$ cat src/hdl/sap_pkg.sv
// shared constants, state codes and the successive-approximation step
`default_nettype none
package sap_pkg;
  localparam int         RES_BITS       = 10;
  localparam int         TRIM_BITS      = 5;
  localparam int         FIFO_DEPTH     = 16;
  // falling-edge counter, saturating
  localparam logic [5:0] CNT_MAX        = 6'h3f;
  localparam logic [5:0] FIRST_DATA_EDGE = 6'h02;
  localparam logic [5:0] LAST_CONV_EDGE = 6'h0a;
  localparam logic [5:0] LAST_DATA_EDGE = 6'h0b;
  localparam logic [5:0] PUP_CAL_LAST   = 6'h10;
  localparam logic [5:0] NRM_CAL_FIRST  = 6'h11;
  localparam logic [5:0] NRM_CAL_LAST   = 6'h20;
  localparam logic [5:0] CAL_STEPS      = 6'h05;
  // reset and start codes
  localparam logic [9:0] SAR_MSB_CODE   = 10'h200;
  localparam logic [4:0] TRIM_MSB_CODE  = 5'h10;
  localparam logic [4:0] TRIM_RST_CODE  = 5'h00;
  localparam logic [2:0] SYNC_RST_VAL   = 3'h1;
  // acquisition interval in ref_clk cycles, rounded up
  localparam int         REF_CLK_NS     = 100;
  localparam int         T_ACQ_NS       = 120;
  localparam int         ACQ_CYC_INT    = (T_ACQ_NS + REF_CLK_NS - 1) /
                                          REF_CLK_NS;
  localparam logic [3:0] ACQ_CYC        = 4'(ACQ_CYC_INT);

  typedef enum logic [3:0] {
    ST_ACQ  = 4'h1,
    ST_CONV = 4'h2,
    ST_TAIL = 4'h4,
    ST_CAL  = 4'h8
  } sap_state_type;

  // one binary-search step: drop bit k if the trial was too high,
  // then try the next lower bit
  function automatic logic [9:0] sap_sar_step(input logic [9:0] v,
                                              input logic [3:0] k,
                                              input logic       high);
    logic [9:0] r;
    r = v;
    if (high) r[k] = 1'b0;
    if (k != 4'h0) r[k - 4'h1] = 1'b1;
    return r;
  endfunction : sap_sar_step
endpackage : sap_pkg
`default_nettype wire

$ cat src/hdl/sap_stream_if.sv
// valid/ready word stream between the port logic and its result buffer
`timescale 1ns/10ps
`default_nettype none
interface sap_stream_if #(parameter int WIDTH = 10);
  logic             valid;
  logic             ready;
  logic [WIDTH-1:0] data;
  modport src (output valid, output data, input ready);
  modport snk (input valid, input data, output ready);
endinterface : sap_stream_if
`default_nettype wire

$ cat src/hdl/sap_serial_port.sv
// frame sequencer, sar control, offset calibration and serial output
`timescale 1ns/10ps
`default_nettype none
//
// Overview of operation
// - select falling edge holds the sample and starts its conversion, or calibration in the power-up frame
// - serial clock falling edges alone pace conversion and shifting
// - analog inputs stay disconnected from the sampler while converting
// - after the last conversion step the sampler reconnects, acquiring
// - serial output driver turns on at the select falling edge
// - each serial clock falling edge launches the next output bit
// - select rising edge releases the serial output, ending the frame
// - two zeros, ten result bits, then output low after 12 clocks
// - power-up calibration commits only after 16 falls in frame one
// - normal calibration runs fall 17 to 32, else offset unchanged
// - result is straight unsigned binary, zero low, all ones full
module sap_serial_port
  import sap_pkg::*;
(
  input  wire logic       ref_clk,
  input  wire logic       reset,
  input  wire logic       csInN,
  input  wire logic       sclkIn,
  input  wire logic       cmpHighIn,
  output logic            sdoOut,
  output logic            sdoOe,
  output logic            samplerConnect,
  output logic            calActive,
  output logic [9:0]      dacCode,
  output logic [4:0]      trimCode,
  output logic            acqDone,
  output logic [9:0]      resultData,
  output logic            resultValid,
  input  wire logic       resultReady,
  output logic            resultOverrun
);
  logic [2:0]    syncQ;
  logic          csLvl;
  logic          sclkLvl;
  logic          cmpLvl;
  logic          csPrev_ff;
  logic          sclkPrev_ff;
  logic          csFall;
  logic          csRise;
  logic          sclkFall;
  sap_state_type state_ff;
  logic [5:0]    cnt_ff;
  logic [5:0]    nxtCnt;
  logic [9:0]    sar_ff;
  logic [9:0]    nxtSar;
  logic [3:0]    sarIdx;
  logic [4:0]    trial_ff;
  logic [4:0]    calTrim_ff;
  logic [9:0]    trimStep;
  logic [3:0]    trimIdx;
  logic [5:0]    calBase;
  logic [5:0]    calLast;
  logic [5:0]    calRel;
  logic          firstFrame_ff;
  logic          stConv;
  logic          stTail;
  logic          stCal;
  logic          convStep;
  logic          convDone;
  logic          calStep;
  logic          calDone;
  logic          calStartNrm;
  logic          sdoOut_ff;
  logic          sdoOe_ff;
  logic          nxtSdo;
  logic          pendValid_ff;
  logic [9:0]    pendData_ff;
  logic          overrun_ff;
  logic [3:0]    acqCnt_ff;

  sap_stream_if #(.WIDTH(RES_BITS)) pushIf ();
  sap_stream_if #(.WIDTH(RES_BITS)) popIf ();

  // select, clock and comparator all arrive from outside this domain
  sap_sync #(
    .WIDTH   (3),
    .RST_VAL (SYNC_RST_VAL)
  ) u_sync (
    .clk     (ref_clk),
    .reset   (reset),
    .asyncIn ({cmpHighIn, sclkIn, csInN}),
    .syncOut (syncQ)
  );

  assign csLvl   = syncQ[0];
  assign sclkLvl = syncQ[1];
  assign cmpLvl  = syncQ[2];

  // edge history on synchronised levels
  always_ff @(posedge ref_clk or posedge reset) begin
    if (reset) begin
      csPrev_ff   <= 1'b1;
      sclkPrev_ff <= 1'b0;
    end else begin
      csPrev_ff   <= csLvl;
      sclkPrev_ff <= sclkLvl;
    end
  end

  // a clock fall landing on the select fall itself is not counted
  assign csFall   = csPrev_ff & ~csLvl;
  assign csRise   = ~csPrev_ff & csLvl;
  assign sclkFall = sclkPrev_ff & ~sclkLvl & ~csLvl & ~csFall;

  assign stConv = (state_ff == ST_CONV);
  assign stTail = (state_ff == ST_TAIL);
  assign stCal  = (state_ff == ST_CAL);

  // edge number of the fall being taken now
  assign nxtCnt = (cnt_ff == CNT_MAX) ? cnt_ff : cnt_ff + 6'h01;

  // conversion step k decides bit 10-k
  assign sarIdx   = 4'(LAST_CONV_EDGE - nxtCnt);
  assign nxtSar   = sap_sar_step(sar_ff, sarIdx, cmpLvl);
  assign convStep = stConv & sclkFall;
  assign convDone = convStep & (nxtCnt == LAST_CONV_EDGE);

  // calibration window differs between the first and later frames
  assign calBase  = firstFrame_ff ? 6'h00 : NRM_CAL_FIRST;
  assign calLast  = firstFrame_ff ? PUP_CAL_LAST : NRM_CAL_LAST;
  assign calRel   = nxtCnt - calBase;
  assign trimIdx  = 4'(CAL_STEPS - calRel);
  assign trimStep = sap_sar_step({5'h00, trial_ff}, trimIdx, cmpLvl);
  assign calStep  = stCal & sclkFall & (calRel != 6'h00) &
                    (calRel <= CAL_STEPS);
  assign calDone  = stCal & sclkFall & (nxtCnt == calLast);
  assign calStartNrm = stTail & sclkFall & ~firstFrame_ff &
                       (nxtCnt == NRM_CAL_FIRST);

  // frame sequencer; select edges take priority over clock edges
  always_ff @(posedge ref_clk or posedge reset) begin
    if (reset) begin
      state_ff <= ST_ACQ;
    end else begin
      case (state_ff)
        ST_ACQ: begin
          if (csFall) state_ff <= firstFrame_ff ? ST_CAL : ST_CONV;
        end
        ST_CONV: begin
          if (csRise) state_ff <= ST_ACQ;
          else if (convDone) state_ff <= ST_TAIL;
        end
        ST_TAIL: begin
          if (csRise) state_ff <= ST_ACQ;
          else if (calStartNrm) state_ff <= ST_CAL;
        end
        ST_CAL: begin
          if (csRise) state_ff <= ST_ACQ;
          else if (calDone) state_ff <= ST_TAIL;
        end
        default: state_ff <= ST_ACQ;
      endcase
    end
  end

  // per-frame falling-edge count
  always_ff @(posedge ref_clk or posedge reset) begin
    if (reset) cnt_ff <= 6'h00;
    else if (csFall) cnt_ff <= 6'h00;
    else if (sclkFall) cnt_ff <= nxtCnt;
  end

  // sar register doubles as the capacitor dac code
  always_ff @(posedge ref_clk or posedge reset) begin
    if (reset) sar_ff <= SAR_MSB_CODE;
    else if (csFall) sar_ff <= SAR_MSB_CODE;
    else if (convStep) sar_ff <= nxtSar;
  end

  // trial trim is searched first and committed only at the last edge
  always_ff @(posedge ref_clk or posedge reset) begin
    if (reset) trial_ff <= TRIM_MSB_CODE;
    else if (csFall && firstFrame_ff) trial_ff <= TRIM_MSB_CODE;
    else if (calStartNrm) trial_ff <= TRIM_MSB_CODE;
    else if (calStep) trial_ff <= trimStep[4:0];
  end

  // stored offset; a short frame never reaches calDone
  always_ff @(posedge ref_clk or posedge reset) begin
    if (reset) calTrim_ff <= TRIM_RST_CODE;
    else if (calDone) calTrim_ff <= trial_ff;
  end

  // power-up frame marker, cleared when that frame ends
  always_ff @(posedge ref_clk or posedge reset) begin
    if (reset) firstFrame_ff <= 1'b1;
    else if (csRise) firstFrame_ff <= 1'b0;
  end

  // bit launched at this fall: zero, ten result bits, then low
  always_comb begin
    nxtSdo = 1'b0;
    if (!firstFrame_ff && (stConv || stTail) &&
        nxtCnt >= FIRST_DATA_EDGE && nxtCnt <= LAST_DATA_EDGE) begin
      nxtSdo = sar_ff[4'(LAST_DATA_EDGE - nxtCnt)];
    end
  end

  // output driver; the first zero goes out with the select fall
  always_ff @(posedge ref_clk or posedge reset) begin
    if (reset) begin
      sdoOut_ff <= 1'b0;
      sdoOe_ff  <= 1'b0;
    end else if (csRise) begin
      sdoOut_ff <= 1'b0;
      sdoOe_ff  <= 1'b0;
    end else if (csFall) begin
      sdoOut_ff <= 1'b0;
      sdoOe_ff  <= 1'b1;
    end else if (sclkFall) begin
      sdoOut_ff <= nxtSdo;
    end
  end

  // hold stage ahead of the fifo; a full fifo stalls it, and a second
  // result arriving while it still waits is dropped and flagged
  always_ff @(posedge ref_clk or posedge reset) begin
    if (reset) begin
      pendValid_ff <= 1'b0;
      pendData_ff  <= 10'h000;
      overrun_ff   <= 1'b0;
    end else begin
      overrun_ff <= convDone & pendValid_ff & ~pushIf.ready;
      if (convDone && (!pendValid_ff || pushIf.ready)) begin
        pendValid_ff <= 1'b1;
        pendData_ff  <= nxtSar;
      end else if (pushIf.ready) begin
        pendValid_ff <= 1'b0;
      end
    end
  end

  assign pushIf.valid = pendValid_ff;
  assign pushIf.data  = pendData_ff;

  sap_fifo #(
    .WIDTH (RES_BITS),
    .DEPTH (FIFO_DEPTH)
  ) u_fifo (
    .clk   (ref_clk),
    .reset (reset),
    .inIf  (pushIf.snk),
    .outIf (popIf.src)
  );

  assign resultValid  = popIf.valid;
  assign resultData   = popIf.data;
  assign popIf.ready  = resultReady;

  // acquisition timer, informative only: the host owns the spacing
  always_ff @(posedge ref_clk or posedge reset) begin
    if (reset) acqCnt_ff <= 4'h0;
    else if (!samplerConnect) acqCnt_ff <= 4'h0;
    else if (acqCnt_ff != ACQ_CYC) acqCnt_ff <= acqCnt_ff + 4'h1;
  end

  // sampler tracks only while acquiring or after the conversion
  assign samplerConnect = (state_ff == ST_ACQ) || stTail;
  assign calActive      = stCal;
  assign dacCode        = sar_ff;
  assign trimCode       = stCal ? trial_ff : calTrim_ff;
  assign acqDone        = samplerConnect && (acqCnt_ff == ACQ_CYC);
  assign sdoOut         = sdoOut_ff;
  assign sdoOe          = sdoOe_ff;
  assign resultOverrun  = overrun_ff;
endmodule : sap_serial_port
`default_nettype wire

$ cat src/hdl/sap_sync.sv
// two-flop synchroniser for pin-level inputs
`timescale 1ns/10ps
`default_nettype none
module sap_sync #(
  parameter int               WIDTH   = 3,
  parameter logic [WIDTH-1:0] RST_VAL = '0
) (
  input  wire logic             clk,
  input  wire logic             reset,
  input  wire logic [WIDTH-1:0] asyncIn,
  output logic      [WIDTH-1:0] syncOut
);
  logic [WIDTH-1:0] stage1_ff;
  logic [WIDTH-1:0] stage2_ff;

  // stage1 may go metastable; only stage2 reads it
  always_ff @(posedge clk or posedge reset) begin
    if (reset) begin
      stage1_ff <= RST_VAL;
      stage2_ff <= RST_VAL;
    end else begin
      stage1_ff <= asyncIn;
      stage2_ff <= stage1_ff;
    end
  end

  assign syncOut = stage2_ff;
endmodule : sap_sync
`default_nettype wire

$ cat src/hdl/sap_fifo.sv
// flip-flop fifo with valid/ready on both sides
`timescale 1ns/10ps
`default_nettype none
module sap_fifo #(
  parameter int WIDTH = 10,
  parameter int DEPTH = 16
) (
  input  wire logic clk,
  input  wire logic reset,
  sap_stream_if.snk inIf,
  sap_stream_if.src outIf
);
  localparam int AW = $clog2(DEPTH);

  logic [WIDTH-1:0] mem_ff [DEPTH];
  logic [AW-1:0]    wrPtr_ff;
  logic [AW-1:0]    rdPtr_ff;
  logic [AW:0]      count_ff;
  logic             push;
  logic             pop;

  // full and empty come straight from the occupancy count
  assign inIf.ready  = (count_ff != (AW+1)'(DEPTH));
  assign outIf.valid = (count_ff != '0);
  assign outIf.data  = mem_ff[rdPtr_ff];
  assign push        = inIf.valid & inIf.ready;
  assign pop         = outIf.valid & outIf.ready;

  // storage needs no reset, occupancy guards it
  always_ff @(posedge clk) begin
    if (push) mem_ff[wrPtr_ff] <= inIf.data;
  end

  // pointers wrap naturally, depth is a power of two
  always_ff @(posedge clk or posedge reset) begin
    if (reset) begin
      wrPtr_ff <= '0;
      rdPtr_ff <= '0;
    end else begin
      if (push) wrPtr_ff <= wrPtr_ff + 1'b1;
      if (pop) rdPtr_ff <= rdPtr_ff + 1'b1;
    end
  end

  always_ff @(posedge clk or posedge reset) begin
    if (reset) begin
      count_ff <= '0;
    end else if (push && !pop) begin
      count_ff <= count_ff + 1'b1;
    end else if (pop && !push) begin
      count_ff <= count_ff - 1'b1;
    end
  end
endmodule : sap_fifo
`default_nettype wire

$ cat config.mk
export PLATFORM = sky130hd
export DESIGN_NAME = sap_serial_port
export DESIGN_NICKNAME = d
export VERILOG_FILES = /design/src/hdl/sap_pkg.sv /design/src/hdl/sap_stream_if.sv /design/src/hdl/sap_serial_port.sv /design/src/hdl/sap_sync.sv /design/src/hdl/sap_fifo.sv
export SDC_FILE = /design/constraint.sdc
export NUM_CORES = 1
export LEC_CHECK = 0
export BUFFER_PORTS_ARGS = -buffer_cell sky130_fd_sc_hd__buf_2
export CELL_PAD_IN_SITES_DETAIL_PLACEMENT = 0
export CELL_PAD_IN_SITES_GLOBAL_PLACEMENT = 1
export CORE_ASPECT_RATIO = 0.6
export CORE_MARGIN = 4
export CORE_UTILIZATION = 30
export DETAILED_ROUTE_END_ITERATION = 10
export PLACE_DENSITY = 0.58
export SLEW_MARGIN = 20
export SYNTH_ARGS = -nofsm -noshare
export SYNTH_HDL_FRONTEND = slang
export SYNTH_HIERARCHICAL = 1
export SYNTH_SLANG_ARGS = --single-unit
$ cat constraint.sdc
create_clock -name ref_clk -period 9.1 [get_ports ref_clk]
set_input_delay 0.455 -clock ref_clk [delete_from_list [all_inputs] [get_ports ref_clk]]
set_output_delay 0.455 -clock ref_clk [all_outputs]
set_load 0.02 [all_outputs]
==> flow_summary.yaml, run 1 <==
setup_path:
  startpoint_type: "flip-flop"
  rrSetupSlack_ns: 4.67
  crit_path_end_kind: "flip-flop"
  critPathLaunch: "cnt_ff[0]"
  reg2reg_from: "cnt_ff[0]"
  critPathKind: "reg2reg"
  arrival_ns: 4.86
  crit_fanout: 11
  worstPathRequired_ns: 9.53
yosys:
  yosys.area.top_type: "edfxtp_1"
  syn_area_mm2: 0.01071
  synth.distinct_cells: 88
  synth-seq-cells: 230
  yosys.area.top_type_share_pct: 44.88
  synth-warning-count: 6
  async_flop_share_pct: 30.43
  synth_edf_count: 160
  syn_avg_cell_area_um2: 14.14
  ys.flop_type: "edfxtp_1"
  synth_cells: 757
  yosys-top-cells-area: "edfxtp_1, dfrtp_1, mux4_2"
  synth_nets: 796
  ys_seq_area_share_pct: 61.32
die:
  die_h_um: 154.3
  initial_core_util_pct: 30.52
  fp-row-count: 53
  die_area_mm2: 0.03887
  num_io_pins: 38
  coreArea_mm2: 0.03508
  die_w_um: 251.9
cells_and_area:
  drive_gt1_share_pct: 19.14
  mostFrequentLayoutCell: "edfxtp_1"
  regArea_mm2: 0.006569
  finalNetCount: 831
  final_cells: 1277
  num-fill-cells: 3386
  area_growth_syn_to_layout_pct: 13.15
  n_antenna_cell: 0
  mostFrequentLayoutCells: "edfxtp_1, dfrtp_1, nand2_1, mux2i_1, nor2_1"
  multi_input_area_mm2: 0.003842
clocking:
  cts_hold_buf: 1
  htree_levels: 1
  numCtsBuffers: 24
  cts_setup_buffers: 0
  root_buffer: "clkbuf_16"
  cts_tree: "yes"
  worstSkewPairLatency_ns: 0.53
  cts-resized-gates: 0
  clock-sinks: 230
  cts_max_path_buffers: 3
  worst_setup_hold_path_clk_slew_ns: 0.06
min_path:
  holdCritStartpoint: "csInN"
  hp-class: "in2reg"
flow_run:
  max-cap-violations: 0
grt:
  grt_pass1_vias: 6027
  track_usage_pct: 13.61
  grt_max_degree: 42
  grt_pass1_wl_um: 40370
  grt_antenna_before_repair: 0
  grt_overflow_total: 0
place:
  place_congestion: 0.8038
  portBuffers: 37
  dp.cells: 1232
  hpwl_um: 18600
timing:
  rsz0062_at_grt: "false"
  timing.final.crit_share_pct: 48.69
  setup_viol: 0
  timing.fmax_ghz: 0.2257
  fin_skew_ns: 0.01094
  slew_headroom_pct: 23.92
  slew_viol_final: 0
  tns_ns: 0
  hold_viol: 0
  max_slew.worst_pin.slew_ns: 1.137
  min_period_ns: 4.431
routing:
  finalWirelength_um: 26700
  viasPerCell: 5.069
  vias: 6473
  ant_nets: 0
  drt-initial-drc-count: 605
  avgRoutedWirePerCell_um: 20.91
  drc: 0
  firstDrtPassIters: 5
pwr:
  power_leakage_nw: 4.069
  p_per_area_mw_per_mm2: 238.0
  ir_worst_vdd_mv: 0.1082
outcome:
  status: "finished clean"
worst max-delay path: stages, from the launching register on:
cell      delay (ns)
dfrtp_1         0.55
ha_1            0.40
nand3_1         0.20
nor2_1          0.36
xnor2_2         0.32
ha_1            0.32
or3b_2          0.49
xnor2_1         0.20
inv_1           0.11
ha_1            0.20
nand2b_1        0.15
o22ai_2         0.21
xor2_1          0.17
or3b_1          0.41
o31ai_1         0.25
registers in the layout, indices dropped and copies added (netlist names), 3 cells and up:
name              cells
u_fifo/mem_ff       160
acqCnt_ff             4
u_sync/stage1_ff      3
u_sync/syncOut        3
pendData_ff          10
cnt_ff                6
state_ff              4
dacCode              10
u_fifo/count_ff       5
u_fifo/wrPtr_ff       4
u_fifo/rdPtr_ff       4
calTrim_ff            5
trial_ff              5
layout make-up:
type / count / area share (%)
Clock inverter: 7 / 0.5577
Inverter: 28 / 0.9089
Multi-Input combinational cell: 464 / 31.72
Tap cell: 467 / 4.823
Timing Repair Buffer: 44 / 1.983
Sequential cell: 230 / 54.22
Clock buffer: 37 / 5.784
cells by family after synthesis:
| family | synth area share, % |
|---|---|
| fa+ha+maj | 3.927 |
| compound gates | 8.928 |
| simple gates | 9.454 |
| flops | 61.32 |
| xor+xnor | 2.781 |
| buf+inv | 3.050 |
| mux | 10.54 |
report_power, final:
part	internal, W	total [W]	switching [W]
registers	0.00115	0.00123	0.0000847
clock network	0.000559	0.000966	0.000406
logic	0.000265	0.000688	0.000423
total	0.00197	0.00288	0.000914
path summary, 6_finish.rpt:
check	to	depth (start not counted)
min reg2reg	u_sync/syncOut[2]	0
max reg2reg	trial_ff[2]	14
max	trial_ff[2]	14
min in group asynchronous	u_sync/stage1_ff[2]	3
min	u_sync/stage1_ff[0]	1
max in group asynchronous	dacCode[9]	4
per-layer routing:
metal  share of wire, %  global-route usage [%]  vias to the layer above
met4                1.6                   2.441                        0
met3                6.0                   2.655                       32
met2                 37                   16.98                      171
li1                   -                       -                     2977
met5                  0                       0                        -
met1                 55                   23.59                     3293
stage by stage:
stage	worst slack [ns]	hold slack, ns	util, %	power [W]	cell area, um2
4_1_cts	4.701	0.005440	34.52	0.002911	12110
5_1_grt	4.346	0.01194	34.53	0.003030	12110
3_5_place_dp	4.712	0.3485	32.30	0.001937	11330
2_1_floorplan	5.423	0.2445	-	0.001750	10710
6_report	4.669	0.02664	34.53	0.002884	12110
3_3_place_gp	4.746	0.3385	32.29	0.001941	11330
synthesized netlist by cell type (all sizes together), types with 4 or more instances:
cell      n
a21oi    15
a221oi   21
a22oi    13
a31oi     9
and2      5
buf      20
clkbuf   15
dfrtp    63
dfstp     7
edfxtp  160
ha       32
inv      26
mux2     13
mux2i    47
mux4     22
nand2    49
nand2b    9
nand3    17
nand4    15
nor2     44
nor2b     6
nor3      7
nor3b     4
o21ai    39
o311ai    4
o31ai     4
or3b      4
xnor2    23
xor2      5
No activity file was read; power rests on OpenSTA's default activity.
==> inputs of run 2 (changes only) <==
PLACE_DENSITY = 0.59   (was 0.58)
clock period = 3.63 ns   (was 9.1 ns; I/O delays follow)
==> flow_summary.yaml, run 2 (synthesis gave the netlist of run 1 again) <==
outcome:
  status: "finished clean"
clocking:
  root_buffer: "clkbuf_16"
  worst_setup_hold_path_clk_slew_ns: 0.06
  htree_levels: 1
  clock-sinks: 230
  numCtsBuffers: 24
  cts_tree: "yes"
  cts_max_path_buffers: 3
  cts_setup_buffers: 0
  worstSkewPairLatency_ns: 0.53
setup_path:
  startpoint_type: "flip-flop"
  crit_path_end_kind: "flip-flop"
  slowest_stage: "or3b_4"
  cpPeakStageDelay_ns: 0.42
  critPathKind: "reg2reg"
  cp_top_family: "simple AND/OR/NAND/NOR gates"
  arrival_ns: 3.79
  critical_path_buf_inv_count: 3
  crit_fanout: 9
  crit_chain: "buf_4 -> inv_1 -> ha_1 -> a21boi_2 -> or3b_4 -> xnor2_2 -> inv_1 -> ha_1 -> nand2b_1 -> o22ai_2 -> xor2_1 -> or3b_1 -> o31ai_1"
  worstPathRequired_ns: 4.05
timing:
  slew_headroom_pct: 29.62
  slew_viol_final: 0
  rsz0062_at_grt: "false"
  timing.final.crit_share_pct: 92.76
  min_period_ns: 3.367
  fin_hold_ws_ns: 0.1431
  max_slew.worst_pin.slew_ns: 1.053
  tns_ns: 0
  hold_viol: 0
  timing.fmax_ghz: 0.2970
  setup_viol: 0
  fin_skew_ns: 0.01582
die:
  die_area_mm2: 0.03887
  coreArea_mm2: 0.03508
  die_w_um: 251.9
  die_h_um: 154.3
  initial_core_util_pct: 30.52
  fp-row-count: 53
  num_io_pins: 38
grt:
  grt_overflow_total: 0
  grtUsageMet2_pct: 17.94
  met1_usage_pct: 23.54
  track_usage_pct: 14.03
  use_met3_pct: 3.546
  grt_pass1_vias: 6378
  grt_antenna_before_repair: 0
  grt_pass1_wl_um: 41500
  grt_max_degree: 40
  grt-busiest-layer: "met1"
cells_and_area:
  finalNetCount: 870
  regMostFlops: "u_fifo/mem_ff"
  drive_gt1_share_pct: 22.50
  final_cells: 1317
  post-route-util_pct: 35.56
  area_growth_syn_to_layout_pct: 16.52
  mostFrequentLayoutCell: "edfxtp_1"
  mostFrequentLayoutCells: "edfxtp_1, dfrtp_1, nand2_1, mux2i_1, nor2_1"
  largest_reg_flops: 160
pwr:
  power_leakage_nw: 4.280
  ir_worst_vdd_mv: 0.3109
  power_w: 0.007451
  p_per_area_mw_per_mm2: 597.2
routing:
  firstDrtPassIters: 5
  drt-initial-drc-count: 584
  viasPerCell: 5.072
  finalWirelength_um: 27400
  drc: 0
  vias: 6680
  avgRoutedWirePerCell_um: 20.80
  ant_nets: 0
flow_run:
  max-cap-violations: 0
min_path:
  hp-class: "in2async"
place:
  place_congestion: 0.8537
  hpwl_um: 19330
  portBuffers: 37
  dp.cells: 1267
## run 2: changes by cell type in the layout (fill, tap and decap cells not counted), moves of 2 or more
cell and delta:
nor2_2 -3, nor3_1 +4, clkbuf_1 -3, ha_1 -2, nor2_1 +2, nor3_2 -4, ha_2 +2, bufinv_16 +2
buf_4 +35, dlygate4sd3_1 +4
## run 2: layout make-up
cell class,instances,area [um2]
Antenna cell,1,2.502
Multi-Input combinational cell,464,3842
Clock inverter,10,135.1
Timing Repair Buffer,83,543.0
Fill cell,3328,22600
Tap cell,467,584.3
Sequential cell,230,6569
Clock buffer,34,689.4
Inverter,28,110.1
## run 2: timing repair
item                                    in CTS  in global routing
gates resized for setup                      0                  4
hold buffers                                 5                  0
endpoints found under the setup margin       0                  3
hold endpoints to repair                    45                  0
## run 2: power breakdown
| part | total (W) | switching, W | internal (W) |
|---|---|---|---|
| sequential | 0.00312 | 0.000249 | 0.00287 |
| clock | 0.00255 | 0.00101 | 0.00154 |
| combinational | 0.00178 | 0.00106 | 0.000720 |
| total | 0.00745 | 0.00232 | 0.00513 |
## run 2: tightest hold or removal path, cell delays in order
cell and delay [ns]:
dlygate4sd3_1 0.53, buf_2 0.15, inv_1 0.18
## run 2: path summary, 6_finish.rpt
| path | start | endpoint | slack [ns] | depth (start not counted) |
|---|---|---|---|---|
| worst max-delay path | cnt_ff[0] | trial_ff[2] | 0.26 | 13 |
| worst min-delay path | reset | u_sync/stage1_ff[1] | 0.14 | 3 |
| worst max register to register | cnt_ff[0] | trial_ff[2] | 0.26 | 13 |
| worst min register to register | u_sync/stage1_ff[2] | u_sync/syncOut[2] | 0.35 | 0 |
| max in group asynchronous | reset | dacCode[9] | 2.52 | 4 |
| min in group ref_clk | sclkIn | u_sync/stage1_ff[1] | 0.29 | 2 |
## run 2: metal layers
metal	part of all wire, %	up-vias
li1	-	3061
met1	53	3394
met2	39	202
met3	7.2	23
met4	1.1	0
met5	0	-
## run 2: stage by stage
| step | worst slack (ns) | instance area (um2) |
|---|---|---|
| floorplan | 0.05893 | 10720 |
| global placement | 0.2756 | 11580 |
| detailed placement | 0.1646 | 11580 |
| CTS | 0.1438 | 12460 |
| global route | 0.02157 | 12470 |
| finish | 0.2627 | 12480 |
==> inputs of run 3 (changes only) <==
CAP_MARGIN = 20   (was default)
CTS_CLUSTER_DIAMETER = 120   (was default)
PLACE_DENSITY = 0.58   (was 0.59)
clock period = 3.45 ns   (was 3.63 ns; I/O delays follow)
==> flow_summary.yaml, run 3 (synthesis gave the netlist of run 1 again) <==
setup_path:
  critPathKind: "reg2reg"
  arrival_ns: 3.74
  startpoint_type: "flip-flop"
  crit_chain: "ha_2 -> nand3_2 -> nor2_4 -> xnor2_4 -> ha_2 -> or3b_4 -> xnor2_4 -> inv_2 -> ha_1 -> nand2b_1 -> o22ai_4 -> xor2_2 -> or3b_4 -> o31ai_2"
  cpPeakStageDelay_ns: 0.42
  worstPathRequired_ns: 3.87
  crit_path_end_kind: "flip-flop"
  crit_fanout: 4
  slowest_stage: "or3b_4"
routing:
  ant_nets: 0
  drc: 0
  viasPerCell: 4.940
  drt-initial-drc-count: 504
  avgRoutedWirePerCell_um: 20.08
  firstDrtPassIters: 5
  vias: 6536
  finalWirelength_um: 26570
pwr:
  power_leakage_nw: 4.322
  power_w: 0.007628
  ir_worst_vdd_mv: 0.3291
  p_per_area_mw_per_mm2: 607.8
clocking:
  clock-sinks: 230
  worst_setup_hold_path_clk_slew_ns: 0.06
  worstSkewPairLatency_ns: 0.52
  numCtsBuffers: 23
  cts_tree: "yes"
  htree_levels: 1
  cts_max_path_buffers: 3
  root_buffer: "clkbuf_16"
cells_and_area:
  final_cells: 1323
  multi_input_area_mm2: 0.003935
  mostFrequentLayoutCells: "edfxtp_1, dfrtp_1, buf_4, nand2_1, mux2i_1"
  finalNetCount: 879
  regMostFlops: "u_fifo/mem_ff"
  largest_reg_flops: 160
  num-fill-cells: 3353
  n_antenna_cell: 0
  regArea_mm2: 0.006569
  drive_gt1_share_pct: 24.77
  mostFrequentLayoutCell: "edfxtp_1"
  area_growth_syn_to_layout_pct: 17.23
die:
  fp-row-count: 53
  die_w_um: 251.9
  initial_core_util_pct: 30.52
  coreArea_mm2: 0.03508
  die_h_um: 154.3
  die_area_mm2: 0.03887
  num_io_pins: 38
grt:
  grt_pass1_wl_um: 40900
  grt_pass1_vias: 6435
  grt_max_degree: 36
  track_usage_pct: 13.62
  grt_overflow_total: 0
  grt_antenna_before_repair: 0
timing:
  hold_viol: 0
  min_period_ns: 3.325
  timing.final.crit_share_pct: 96.39
  fin_skew_ns: 0.01125
  setup_viol: 0
  slew_viol_final: 0
  max_slew.worst_pin.slew_ns: 0.7627
  slew_headroom_pct: 49.08
  fin_ws_ns: 0.1246
  timing.fmax_ghz: 0.3007
  fin_hold_ws_ns: 0.1426
place:
  portBuffers: 37
  hpwl_um: 19090
  place_congestion: 0.8390
  dpl_worst_slack_ns: 0.04282
  dp.cells: 1274
min_path:
  hp-class: "in2async"
outcome:
  status: "finished clean"
flow_run:
  max-cap-violations: 0
## run 3: power by group
| part | total, W | leakage [nW] | switching (W) | internal [W] |
|---|---|---|---|---|
| sequential | 0.00322 | 2.02 | 0.000198 | 0.00302 |
| combinational | 0.00197 | 1.95 | 0.00116 | 0.000810 |
| clock | 0.00244 | 0.362 | 0.00104 | 0.00139 |
## run 3: what timing repair did
action                     4_1_cts  5_1_grt
hold endpoints to repair        54        0
resized for setup                0       13
hold buffers                     5        0
setup endpoints to repair        0        3
setup buffers                    0        3
## run 3: final timing paths
kind,start,end,slack [ns],cells after the start
max,cnt_ff[0],trial_ff[0],0.12,14
min,reset,u_sync/syncOut[1],0.14,3
max reg2reg,cnt_ff[0],trial_ff[0],0.12,14
min reg2reg,u_sync/stage1_ff[1],u_sync/syncOut[1],0.34,0
max in group asynchronous,reset,dacCode[9],2.26,4
min in group ref_clk,csInN,u_sync/stage1_ff[0],0.29,2
## run 3: worst max-delay path: cells and delay by family (launching register included)
family	cells	cell delay, ns
buf+inv	1	0.07
compound gates	2	0.39
simple gates	5	1.34
xor+xnor	3	0.49
flops	1	0.35
fa+ha+maj	3	0.58
## run 3: per-layer routing
layer	part of all wire (%)	routed length [um]	GRT usage (%)
met5	0	0	0
met4	1.3	347	2.178
met3	5.8	1554	3.059
met2	38	10160	18.08
met1	55	14500	22.54
## run 3: through the flow
| step | utilization [%] | setup TNS [ns] | instance area [um2] |
|---|---|---|---|
| after global routing | 35.78 | -0.05224 | 12550 |
| after floorplan | - | 0 | 10740 |
| after detailed placement | 33.29 | 0 | 11680 |
| after global placement | 33.29 | 0 | 11680 |
| after CTS | 35.52 | 0 | 12460 |
| final | 35.78 | 0 | 12550 |
## run 3: cell type report
cell class | instances | area share (%)
clock buffer | 31 | 5.144
clock inverter | 10 | 0.7078
inverter | 28 | 0.8773
multi-input combinational | 464 | 31.35
sequential | 230 | 52.34
tap | 467 | 4.656
timing repair buffer | 93 | 4.925
